## config.mk

```make
export PLATFORM = sky130hd
export DESIGN_NAME = sps_page_stack
export DESIGN_NICKNAME = d
export VERILOG_FILES = /design/src/verilog/sps_pkg.sv /design/src/verilog/sps_hold_slot.sv /design/src/verilog/sps_page_stack.sv /design/src/verilog/sps_stack_core.sv
export SDC_FILE = /design/constraint.sdc
export NUM_CORES = 1
export LEC_CHECK = 0
export BUFFER_PORTS_ARGS = -buffer_cell sky130_fd_sc_hd__buf_2
export CELL_PAD_IN_SITES_DETAIL_PLACEMENT = 0
export CELL_PAD_IN_SITES_GLOBAL_PLACEMENT = 1
export CORE_MARGIN = 1.5
export CORE_UTILIZATION = 40
export CTS_CLUSTER_DIAMETER = 200
export DETAILED_ROUTE_END_ITERATION = 10
export GPL_ROUTABILITY_DRIVEN = 0
export MAX_ROUTING_LAYER = met4
export PLACE_DENSITY_LB_ADDON = 0.1
export SETUP_SLACK_MARGIN = 0.5
export SLEW_MARGIN = 10
export SYNTH_ARGS = -nofsm -noshare
export SYNTH_HDL_FRONTEND = slang
export SYNTH_SLANG_ARGS = --single-unit
```

## constraint.sdc

```tcl
create_clock -name CLK -period 3.25 [get_ports CLK]
set_input_delay 0.1625 -clock CLK [delete_from_list [all_inputs] [get_ports CLK]]
set_output_delay 0.1625 -clock CLK [all_outputs]
set_load 0.01 [all_outputs]
```

## src/verilog/sps_pkg.sv

```systemverilog
// constants for the page-context stack: register indexes, byte addresses,
// field positions, reset values and bus response codes.
// assumes a 32-bit axi4-lite register bus with a 12-bit byte address.
`default_nettype none
package sps_pkg;
	localparam int          PAGE_W    = 8;
	localparam int          DATA_W    = 32;
	localparam int          ADDR_W    = 12;
	localparam int          STACK_LVL = 3;

	// register indexes; byte address is four times the index
	localparam logic [7:0]  IDX_ACTIVE  = 8'h84;
	localparam logic [7:0]  IDX_MIDDLE  = 8'h85;
	localparam logic [7:0]  IDX_BOTTOM  = 8'h86;
	localparam logic [7:0]  IDX_CONTROL = 8'h96;
	localparam logic [7:0]  IDX_EVENTS  = 8'h97;

	localparam logic [11:0] ADDR_ACTIVE  = {2'h0, IDX_ACTIVE, 2'h0};
	localparam logic [11:0] ADDR_MIDDLE  = {2'h0, IDX_MIDDLE, 2'h0};
	localparam logic [11:0] ADDR_BOTTOM  = {2'h0, IDX_BOTTOM, 2'h0};
	localparam logic [11:0] ADDR_CONTROL = {2'h0, IDX_CONTROL, 2'h0};
	localparam logic [11:0] ADDR_EVENTS  = {2'h0, IDX_EVENTS, 2'h0};

	// control register layout
	localparam int          CTRL_AUTO_BIT = 0;
	// event register layout: push count low byte, pop count next byte
	localparam int          EVT_PUSH_LSB = 0;
	localparam int          EVT_POP_LSB  = 8;

	// values after reset; EMPTY_PAGE fills the bottom on a pop
	localparam logic        RST_AUTO_EN  = 1'b1;
	localparam logic [7:0]  RST_PAGE     = 8'h00;
	localparam logic [7:0]  EMPTY_PAGE   = 8'h00;
	localparam logic [7:0]  RST_COUNT    = 8'h00;

	// axi response codes
	localparam logic [1:0]  RESP_OKAY   = 2'h0;
	localparam logic [1:0]  RESP_SLVERR = 2'h2;
endpackage
`default_nettype wire

```

## src/verilog/sps_hold_slot.sv

```systemverilog
// one-entry holding slot for an axi-lite request channel.
// assumes the consumer pulses consume only while the slot is full.
`timescale 1ns/1ns
`default_nettype none
module sps_hold_slot #(
	parameter int W = 32
) (
	input  wire logic         clk,
	input  wire logic         reset,
	input  wire logic         in_valid,
	input  wire logic [W-1:0] in_data,
	output logic              in_ready,
	output logic              held_valid,
	output logic [W-1:0]      held_data,
	input  wire logic         consume
);
	typedef struct packed {
		logic         ready;
		logic [W-1:0] data;
	} sps_slot_t;

	sps_slot_t s_reg;
	sps_slot_t s_next;

	// ready is kept as the flop so the bus sees it without logic in between
	always_comb begin
		s_next = s_reg;
		if (s_reg.ready && in_valid) begin
			s_next.ready = 1'b0;
			s_next.data  = in_data;
		end else if (!s_reg.ready && consume) begin
			s_next.ready = 1'b1;
		end
	end

	always_ff @(posedge clk or posedge reset) begin
		if (reset) begin
			s_reg <= '{ready: 1'b1, data: '0};
		end else begin
			s_reg <= s_next;
		end
	end

	assign in_ready   = s_reg.ready;
	assign held_valid = !s_reg.ready;
	assign held_data  = s_reg.data;
endmodule
`default_nettype wire

```

## src/verilog/sps_page_stack.sv

```systemverilog
// page-context stack with its axi4-lite register slave.
// assumes the cpu core gives one-cycle service and return pulses on CLK,
// with the page of the interrupting source beside the service pulse.
`timescale 1ns/1ns
`default_nettype none
module sps_page_stack (
	input  wire logic        CLK,
	input  wire logic        RESET,
	// cpu sequencer
	input  wire logic        INT_SERVICE,
	input  wire logic [7:0]  INT_PAGE,
	input  wire logic        INT_RETURN,
	output logic [7:0]       ACTIVE_PAGE_SELECT,
	output logic             AUTO_PAGE_ENABLE,
	// axi4-lite slave
	input  wire logic [11:0] S_AXI_AWADDR,
	input  wire logic [2:0]  S_AXI_AWPROT,
	input  wire logic        S_AXI_AWVALID,
	output logic             S_AXI_AWREADY,
	input  wire logic [31:0] S_AXI_WDATA,
	input  wire logic [3:0]  S_AXI_WSTRB,
	input  wire logic        S_AXI_WVALID,
	output logic             S_AXI_WREADY,
	output logic [1:0]       S_AXI_BRESP,
	output logic             S_AXI_BVALID,
	input  wire logic        S_AXI_BREADY,
	input  wire logic [11:0] S_AXI_ARADDR,
	input  wire logic [2:0]  S_AXI_ARPROT,
	input  wire logic        S_AXI_ARVALID,
	output logic             S_AXI_ARREADY,
	output logic [31:0]      S_AXI_RDATA,
	output logic [1:0]       S_AXI_RRESP,
	output logic             S_AXI_RVALID,
	input  wire logic        S_AXI_RREADY
);
	typedef struct packed {
		logic        bvalid;
		logic [1:0]  bresp;
		logic        arready;
		logic        rvalid;
		logic [1:0]  rresp;
		logic [31:0] rdata;
		logic        auto_en;
		logic        wr_top;
		logic        wr_mid;
		logic        wr_bot;
		logic [7:0]  wr_data;
		logic [7:0]  push_cnt;
		logic [7:0]  pop_cnt;
	} sps_top_t;

	sps_top_t s_reg;
	sps_top_t s_next;

	logic        aw_held;
	logic [11:0] aw_addr;
	logic        w_held;
	logic [35:0] w_word;
	logic        wr_consume;
	logic [7:0]  page_top;
	logic [7:0]  page_mid;
	logic [7:0]  page_bot;
	logic        push_ok;
	logic        pop_ok;

	// protection bits carry nothing for this block
	logic        prot_unused;
	assign prot_unused = ^{S_AXI_AWPROT, S_AXI_ARPROT};

	// write address and data are caught independently, in either order
	sps_hold_slot #(
		.W(12)
	) u_aw_slot (
		.clk        (CLK),
		.reset      (RESET),
		.in_valid   (S_AXI_AWVALID),
		.in_data    (S_AXI_AWADDR),
		.in_ready   (S_AXI_AWREADY),
		.held_valid (aw_held),
		.held_data  (aw_addr),
		.consume    (wr_consume)
	);

	sps_hold_slot #(
		.W(36)
	) u_w_slot (
		.clk        (CLK),
		.reset      (RESET),
		.in_valid   (S_AXI_WVALID),
		.in_data    ({S_AXI_WSTRB, S_AXI_WDATA}),
		.in_ready   (S_AXI_WREADY),
		.held_valid (w_held),
		.held_data  (w_word),
		.consume    (wr_consume)
	);

	// only cpu pulses move the stack, and only when enabled
	assign push_ok = s_reg.auto_en && INT_SERVICE;
	assign pop_ok  = s_reg.auto_en && INT_RETURN && !INT_SERVICE;

	// the three entries live together in one core
	sps_stack_core u_core (
		.clk       (CLK),
		.reset     (RESET),
		.auto_en   (s_reg.auto_en),
		.push      (INT_SERVICE),
		.push_page (INT_PAGE),
		.pop       (INT_RETURN),
		.wr_top    (s_reg.wr_top),
		.wr_mid    (s_reg.wr_mid),
		.wr_bot    (s_reg.wr_bot),
		.wr_data   (s_reg.wr_data),
		.top_q     (page_top),
		.mid_q     (page_mid),
		.bot_q     (page_bot)
	);

	// word-aligned match of a byte address against a register address
	function automatic logic addr_hit(
		input logic [11:0] addr,
		input logic [11:0] reg_addr
	);
		addr_hit = (addr[11:2] == reg_addr[11:2]);
	endfunction

	// read data for a register address; unmapped reads give zero
	function automatic logic [31:0] read_word(
		input logic [11:0] addr,
		input logic [7:0]  top,
		input logic [7:0]  mid,
		input logic [7:0]  bot,
		input logic        en,
		input logic [7:0]  pushes,
		input logic [7:0]  pops
	);
		logic [31:0] w;
		w = 32'h0000_0000;
		if (addr_hit(addr, sps_pkg::ADDR_ACTIVE)) begin
			w[7:0] = top;
		end else if (addr_hit(addr, sps_pkg::ADDR_MIDDLE)) begin
			w[7:0] = mid;
		end else if (addr_hit(addr, sps_pkg::ADDR_BOTTOM)) begin
			w[7:0] = bot;
		end else if (addr_hit(addr, sps_pkg::ADDR_CONTROL)) begin
			w[sps_pkg::CTRL_AUTO_BIT] = en;
		end else if (addr_hit(addr, sps_pkg::ADDR_EVENTS)) begin
			w[sps_pkg::EVT_PUSH_LSB +: 8] = pushes;
			w[sps_pkg::EVT_POP_LSB +: 8]  = pops;
		end
		read_word = w;
	endfunction

	// is the address one of the mapped registers
	function automatic logic mapped(
		input logic [11:0] addr
	);
		mapped = addr_hit(addr, sps_pkg::ADDR_ACTIVE)
			|| addr_hit(addr, sps_pkg::ADDR_MIDDLE)
			|| addr_hit(addr, sps_pkg::ADDR_BOTTOM)
			|| addr_hit(addr, sps_pkg::ADDR_CONTROL)
			|| addr_hit(addr, sps_pkg::ADDR_EVENTS);
	endfunction

	// a write completes in the cycle after both halves are held and no response is pending
	assign wr_consume = aw_held && w_held && !s_reg.bvalid;

	// whole next-state of the bus slave and the control bits
	always_comb begin
		s_next        = s_reg;
		// entry write strobes are one-cycle pulses
		s_next.wr_top = 1'b0;
		s_next.wr_mid = 1'b0;
		s_next.wr_bot = 1'b0;

		// write response retires once the master takes it
		if (s_reg.bvalid && S_AXI_BREADY) begin
			s_next.bvalid = 1'b0;
		end

		// write: decode the held address, act on byte lane zero only
		if (wr_consume) begin
			s_next.bvalid  = 1'b1;
			s_next.bresp   = sps_pkg::RESP_OKAY;
			s_next.wr_data = w_word[7:0];
			if (!mapped(aw_addr)) begin
				s_next.bresp = sps_pkg::RESP_SLVERR;
			end else if (w_word[32]) begin
				// each entry has its own strobe
				s_next.wr_top = addr_hit(aw_addr, sps_pkg::ADDR_ACTIVE);
				s_next.wr_mid = addr_hit(aw_addr, sps_pkg::ADDR_MIDDLE);
				s_next.wr_bot = addr_hit(aw_addr, sps_pkg::ADDR_BOTTOM);
				if (addr_hit(aw_addr, sps_pkg::ADDR_CONTROL)) begin
					s_next.auto_en = w_word[sps_pkg::CTRL_AUTO_BIT];
				end
			end
		end

		// read: one request at a time, answered the next cycle
		if (s_reg.arready && S_AXI_ARVALID) begin
			s_next.arready = 1'b0;
			s_next.rvalid  = 1'b1;
			// a read samples the entries and changes nothing
			s_next.rdata   = read_word(S_AXI_ARADDR, page_top, page_mid,
				page_bot, s_reg.auto_en, s_reg.push_cnt, s_reg.pop_cnt);
			s_next.rresp   = mapped(S_AXI_ARADDR) ? sps_pkg::RESP_OKAY
				: sps_pkg::RESP_SLVERR;
		end else if (s_reg.rvalid && S_AXI_RREADY) begin
			s_next.rvalid  = 1'b0;
			s_next.arready = 1'b1;
		end

		// event counters wrap; they show what the stack really did
		if (push_ok) begin
			s_next.push_cnt = s_reg.push_cnt + 8'h01;
		end
		if (pop_ok) begin
			s_next.pop_cnt = s_reg.pop_cnt + 8'h01;
		end
	end

	// enable comes out of reset set
	always_ff @(posedge CLK or posedge RESET) begin
		if (RESET) begin
			s_reg <= '{
				bvalid:   1'b0,
				bresp:    sps_pkg::RESP_OKAY,
				arready:  1'b1,
				rvalid:   1'b0,
				rresp:    sps_pkg::RESP_OKAY,
				rdata:    32'h0000_0000,
				auto_en:  sps_pkg::RST_AUTO_EN,
				wr_top:   1'b0,
				wr_mid:   1'b0,
				wr_bot:   1'b0,
				wr_data:  sps_pkg::RST_PAGE,
				push_cnt: sps_pkg::RST_COUNT,
				pop_cnt:  sps_pkg::RST_COUNT
			};
		end else begin
			s_reg <= s_next;
		end
	end

	// every output is a flop of this module, of the core or of a hold slot (AWREADY, WREADY)
	assign ACTIVE_PAGE_SELECT = page_top;
	assign AUTO_PAGE_ENABLE   = s_reg.auto_en;
	assign S_AXI_BVALID       = s_reg.bvalid;
	assign S_AXI_BRESP        = s_reg.bresp;
	assign S_AXI_ARREADY      = s_reg.arready;
	assign S_AXI_RVALID       = s_reg.rvalid;
	assign S_AXI_RRESP        = s_reg.rresp;
	assign S_AXI_RDATA        = s_reg.rdata;
endmodule
`default_nettype wire

```

## src/verilog/sps_stack_core.sv

```systemverilog
// three-level page stack: active page on top, middle and bottom below.
// assumes push and pop are single-cycle pulses from the cpu sequencer.
`timescale 1ns/1ns
`default_nettype none
module sps_stack_core (
	input  wire logic       clk,
	input  wire logic       reset,
	input  wire logic       auto_en,
	input  wire logic       push,
	input  wire logic [7:0] push_page,
	input  wire logic       pop,
	input  wire logic       wr_top,
	input  wire logic       wr_mid,
	input  wire logic       wr_bot,
	input  wire logic [7:0] wr_data,
	output logic [7:0]      top_q,
	output logic [7:0]      mid_q,
	output logic [7:0]      bot_q
);
	typedef struct packed {
		logic [7:0] top;
		logic [7:0] mid;
		logic [7:0] bot;
	} sps_core_t;

	sps_core_t s_reg;
	sps_core_t s_next;

	// a cpu event wins over a software write in the same cycle
	always_comb begin
		s_next = s_reg;
		if (auto_en && push) begin
			s_next.bot = s_reg.mid;
			s_next.mid = s_reg.top;
			s_next.top = push_page;
		end else if (auto_en && pop) begin
			s_next.top = s_reg.mid;
			s_next.mid = s_reg.bot;
			s_next.bot = sps_pkg::EMPTY_PAGE;
		end else begin
			if (wr_top) begin
				s_next.top = wr_data;
			end
			if (wr_mid) begin
				s_next.mid = wr_data;
			end
			if (wr_bot) begin
				s_next.bot = wr_data;
			end
		end
	end

	always_ff @(posedge clk or posedge reset) begin
		if (reset) begin
			s_reg <= '{top: sps_pkg::RST_PAGE, mid: sps_pkg::RST_PAGE,
				bot: sps_pkg::RST_PAGE};
		end else begin
			s_reg <= s_next;
		end
	end

	assign top_q = s_reg.top;
	assign mid_q = s_reg.mid;
	assign bot_q = s_reg.bot;
endmodule
`default_nettype wire
```

# Yosys cells after proc, flatten, opt, wreduce, memory -nomap -nowiden
# Cells that the tools add are included.
# totals
output_inout_bits	50
latch_bits	0
ram_bits	0
mem_count	0
reg_bits	122
mem_bits_ro	0
# classes
addsub	2
eq_ne	10
mux	27
multipliers	0
magnitude_cmp	0
bitwise_logic	0
reduce_logical	32
shift	0
n_div	0
# op_table
operator	n
$eq 10x8->1 const B	10
$mux 8	9
$mux 24	2
$add 8x1->8 const B	2
$mux 16	1
$mux 15	1
$logic_and 1x1->1	12
$mux 11	1
$mux 3	3
$reduce_bool 3->1	3
$logic_or 1x1->1	8
$mux 2	4
$reduce_bool 2->1	4
$mux 1	6
$logic_not 1->1	4
$reduce_and 4->1	1

# Depth between registers and ports, before layout
# depth
depth_word	7
depth_mapped	6

# Cells and area by module
# From an unflattened synthesis, not the netlist that was laid out.
# hier_totals
hier_cells	524
hier_area_um2	6227.2
# by_module_without_submodules
module	instances	area_each_um2	cells_each	seq_area_each_um2
sps_page_stack	1	2573.7	253	1228.7
sps_stack_core	1	1624.1	161	600.6
sps_hold_slot at u_w_slot	1	1501.4	80	927.1
sps_hold_slot at u_aw_slot	1	528.0	30	326.6

# Worst setup path before layout
# No wires, ideal clock.
# synth_path
path_type	register -> register
startpoint	register s_reg (netlist bit S_AXI_BVALID)
endpoint	register s_reg (netlist bit AUTO_PAGE_ENABLE)
synth_period_minus_slack_ps	1422
path_slack_ps	1828
path_stages_with_launch	5
n_path_buf	0
arrival_ps	1340
path_cell_list	dfrtp_1 > nor3_2 > nand4_1 > nor2_1 > mux2_2
# synth_via
elab_chain_len	3
# synth_lines
item	line_no	rtl
start: declaration	sps_page_stack.sv:52	sps_top_t s_reg;
start signal: assignment	sps_page_stack.sv:224	s_reg <= '{
start signal: assignment	sps_page_stack.sv:240	s_reg <= s_next;
$logic_not 1->1	sps_page_stack.sv:165	assign wr_consume = aw_held && w_held && !s_reg.bvalid;
$logic_and 1x1->1	sps_page_stack.sv:165	
$reduce_and 4->1 (no line)	n/a	
# No other way between the ends.
# A chain may end at the register's enable or synchronous reset.

# Final worst setup path
# layout_path
startpoint	register s_reg (netlist bit AUTO_PAGE_ENABLE)
endpoint	register u_core.s_reg (netlist bit u_core.top_q[2])
# layout_via
elab_chain_len	3
elab_cells_between_ends	5
classes_between	2 x mux; 3 x reduce/logical
# layout_lines
item	line_no	rtl
$logic_and 1x1->1	sps_stack_core.sv:36	end else if (auto_en && pop) begin
$mux 24	sps_stack_core.sv:36	
$mux 24	sps_stack_core.sv:32	if (auto_en && push) begin
end signal: assignment	sps_stack_core.sv:55	s_reg <= '{top: sps_pkg::RST_PAGE, mid: sps_pkg::RST_PAGE,
end signal: assignment	sps_stack_core.sv:58	s_reg <= s_next;
end: declaration	sps_stack_core.sv:26	sps_core_t s_reg;
# Parallel ways exist; a longest one is shown, timed or not.

==> impl_results.rst <==
.. list-table::
   :header-rows: 1

   * - Metric
     - Value
   * - Outcome
     - completed
   * - Htree depth
     - 3
   * - Number of routed nets with antenna violations
     - 0
   * - Avg Synthesized Cell Area
     - 10.6 um2
   * - Worst-case hold slack
     - 0.0198 ns
   * - Y dimension of the die
     - 110 um
   * - Worst Hold Class
     - in -> reg
   * - Total power consumption of the routed design
     - 3.57 mW
   * - Number of flops mapped to enable cells by yosys
     - 0
   * - Die width
     - 110 um
   * - Leading post-synthesis cells by instance count
     - sky130_fd_sc_hd__dfrtp_1, sky130_fd_sc_hd__nand2_1, sky130_fd_sc_hd__buf_4
   * - Routed length per placed instance
     - 15.3 um
   * - Clock latency of the later-clocked register in the worst-skew pair
     - 0.33 ns
   * - GRT Total Usage
     - 17.7%
   * - Synthesized area
     - 4550 um2
   * - Library cell with the highest instance count after synthesis
     - sky130_fd_sc_hd__dfrtp_1
   * - Via-to-Cell Ratio
     - 5.11
   * - Most frequently used flop master after synthesis
     - sky130_fd_sc_hd__dfrtp_1
   * - Number of inserted diodes
     - 0
   * - CTS tree
     - yes
   * - RSZ-0062 raised after global routing
     - no
   * - Sinks on the clock net
     - 94
   * - Relative slew slack
     - 47.6%
   * - Power share of the sequential group
     - 48.0%
   * - Crit share post-route
     - 53.4%
   * - Full die area
     - 12000 um2
   * - Flip-flop count of the largest register after layout
     - 27
   * - Number of pins exceeding their max-slew limit in the final report
     - 0
   * - Critical Path End Type
     - register
   * - Asr flop ratio synth
     - 100%
   * - Count of instances resized after the clock tree is built
     - 0
   * - Number of maximum-capacitance constraint violations
     - 0
   * - Cell type contributing the most total cell area after synthesis
     - sky130_fd_sc_hd__dfrtp_1
   * - Starting DRC count in detailed routing
     - 145
   * - Highest attainable clock frequency
     - 577 MHz
   * - Hold Vio Cnt, Final
     - 0
   * - Routed Wire Length
     - 9.69 mm
   * - Arrival time reported for the critical path endpoint
     - 1.98 ns
   * - Antenna violations before repair
     - 0
   * - Number of buffers between clock root and the deepest sink
     - 2
   * - Worst supply voltage drop on vdd
     - 0.000374 V
   * - NetSw
     - 1.05 mW
   * - Relative contribution of the clock network to total power
     - 31.9%
   * - Setup-violating endpoint count in the final report
     - 0
   * - Area Growth Syn to Fin
     - 14.6%
   * - Max FO, Critical Path
     - 14
   * - Synthesized instance count
     - 431
   * - Synth Warn #
     - 0
   * - Pre-antenna DRT Iters
     - 4
   * - Core outline area
     - 11000 um2
   * - Critical path data required time
     - 3.50 ns
   * - Final layout net count
     - 574
   * - IO Count
     - 133
   * - Worst-path clk slew
     - 0.07 ns
   * - Initial core utilization
     - 41.4%
   * - Worst setup path category
     - reg -> reg
   * - Via count
     - 3237
   * - Critical path startpoint category
     - register
   * - Summed negative setup slack over all endpoints
     - 0 ns
   * - Net Sw Frac
     - 29.4%
   * - Number of standard-cell rows in the floorplan
     - 38
   * - Flip-flop and latch count after synthesis
     - 94
   * - Largest cells by area after synthesis
     - sky130_fd_sc_hd__dfrtp_1, sky130_fd_sc_hd__buf_4, sky130_fd_sc_hd__mux2_2
   * - Count of port buffers added during placement
     - 77
   * - Number of global-route vias before repair
     - 3107
   * - Pwr/cell area
     - 685 nW/um2
   * - Cell-internal power
     - 2.52 mW
   * - Time the final worst path needs with I/O delays and setup
     - 1.73 ns
   * - Combinational power share
     - 20.2%
   * - Total DRC errors in the routed layout
     - 0
   * - Largest net degree at the start of global routing
     - 50
   * - Number of distinct library cells after synthesis
     - 48
   * - Detailed Place HPWL
     - 6.94 mm
   * - Inserted Clock Buffers
     - 9
   * - Ratio of cells with drive above 1 in the final layout
     - 26.3%
   * - Static leakage power
     - 2.46 nW
   * - Maximum clock skew at final layout
     - 0.00421 ns
   * - Slew @ Worst Pin
     - 0.785 ns
   * - Global-route wire length before repair
     - 15.9 mm
   * - Final cell utilization of the core
     - 47.5%
   * - Library cell used as clock root buffer
     - sky130_fd_sc_hd__clkbuf_16
   * - Total global routing overflow
     - 0
   * - Area share of the largest cell type after synthesis
     - 49.5%
   * - Sequential fraction of the synthesis area
     - 51.8%
layout make-up:
| type | count | area, um2 |
|---|---|---|
| fill | 1057 | 5770 |
| sequential | 94 | 2360 |
| multi-input combinational | 285 | 1840 |
| timing repair buffer | 86 | 475 |
| clock buffer | 11 | 243 |
| tap | 140 | 175 |
| clock inverter | 5 | 81.3 |
| inverter | 13 | 50.0 |
power groups by stage:
stage	Combinational, mW	Clock [mW]	Sequential [mW]
6_report	0.722	1.14	1.71
5_1_grt	0.824	1.21	1.75
4_1_cts	0.735	1.16	1.71
3_5_place_dp	0.725	0	1.73
3_3_place_gp	0.715	0	1.72
2_1_floorplan	0.539	0	1.67
critical path, cell delays in order (launching register included):
cell and delay [ns]:
sky130_fd_sc_hd__dfstp_2 0.72, sky130_fd_sc_hd__o21ai_1 0.29, sky130_fd_sc_hd__nand2b_1 0.42, sky130_fd_sc_hd__nor2_1 0.06
sky130_fd_sc_hd__o21ai_0 0.16
logic make-up (layout without fill, tap and decap cells):
logic type / after synthesis / count (layout) / synth area share [%]
buf+inv: 69 / 115 / 9.29
other cells: 1 / 18 / 0.0824
fa+ha+maj: 2 / 2 / 0.550
mux: 39 / 39 / 9.24
compound gates: 101 / 101 / 14.1
flops: 94 / 94 / 51.8
xor+xnor: 14 / 14 / 2.69
simple gates: 111 / 111 / 12.3
through the flow:
| step | setup WS [ns] | instance area (um2) | instances |
|---|---|---|---|
| 6_report | 1.52 | 5220 | 634 |
| 5_1_grt | 1.35 | 5220 | 634 |
| 4_1_cts | 1.52 | 5220 | 634 |
| 3_5_place_dp | 1.52 | 4850 | 614 |
| 3_3_place_gp | 1.54 | 4850 | 614 |
| 2_1_floorplan | 0.645 | 4620 | 448 |
what timing repair did:
action,CTS,global route
buffers inserted,0,0
endpoints found under the hold margin,45,0
hold buffers,4,0
layer usage:
metal	wire (um)	GRT usage, %	vias to the layer above
met2	4290	25.6	91
met4	110	5.66	0
li1	-	-	1580
met3	489	3.26	9
met1	4790	25.0	1557
met5	0	-	-
placed cells by master, fill, tap and decap left out, types with 4 or more instances in the layout:
cell type and instances:
sky130_fd_sc_hd__buf_4 4, sky130_fd_sc_hd__clkbuf_16 9, sky130_fd_sc_hd__a21oi_1 34, sky130_fd_sc_hd__dfstp_2 4, sky130_fd_sc_hd__nand3_1 4, sky130_fd_sc_hd__nor2_1 19
sky130_fd_sc_hd__nand2_1 53, sky130_fd_sc_hd__a221oi_1 6, sky130_fd_sc_hd__nand3b_1 5, sky130_fd_sc_hd__mux2i_1 15, sky130_fd_sc_hd__o22ai_1 4, sky130_fd_sc_hd__dlygate4sd3_1 4
sky130_fd_sc_hd__o211ai_1 4, sky130_fd_sc_hd__dfrtp_1 90, sky130_fd_sc_hd__conb_1 18, sky130_fd_sc_hd__xnor2_1 8, sky130_fd_sc_hd__a22o_1 15, sky130_fd_sc_hd__inv_1 12
sky130_fd_sc_hd__buf_2 77, sky130_fd_sc_hd__o21ai_0 26, sky130_fd_sc_hd__nand4_1 5, sky130_fd_sc_hd__nand2b_1 4, sky130_fd_sc_hd__nor3_1 4, sky130_fd_sc_hd__mux2_2 24
sky130_fd_sc_hd__xor2_1 6, sky130_fd_sc_hd__a22oi_1 4
worst paths after layout:
path                                                           end                              start  cells after the start  slack, ns
worst min register to register               s_reg[22]$_DFFE_PP0P_  u_w_slot.held_data[6]$_DFFE_PP0P_                      2       0.47
worst max-delay path                   u_core.top_q[2]$_DFFE_PP0P_       AUTO_PAGE_ENABLE$_DFFE_PP1P_                      4       1.52
max in group asynchronous                S_AXI_ARREADY$_DFFE_PP1P_                              RESET                      4       2.01
min in group asynchronous       u_aw_slot.held_data[4]$_DFFE_PP0P_                              RESET                      3       0.49
worst max register to register         u_core.top_q[2]$_DFFE_PP0P_       AUTO_PAGE_ENABLE$_DFFE_PP1P_                      4       1.52
worst min-delay path                      S_AXI_RVALID$_DFFE_PP0P_                       S_AXI_RREADY                      2       0.02
No activity file was read; power rests on OpenSTA's default activity.
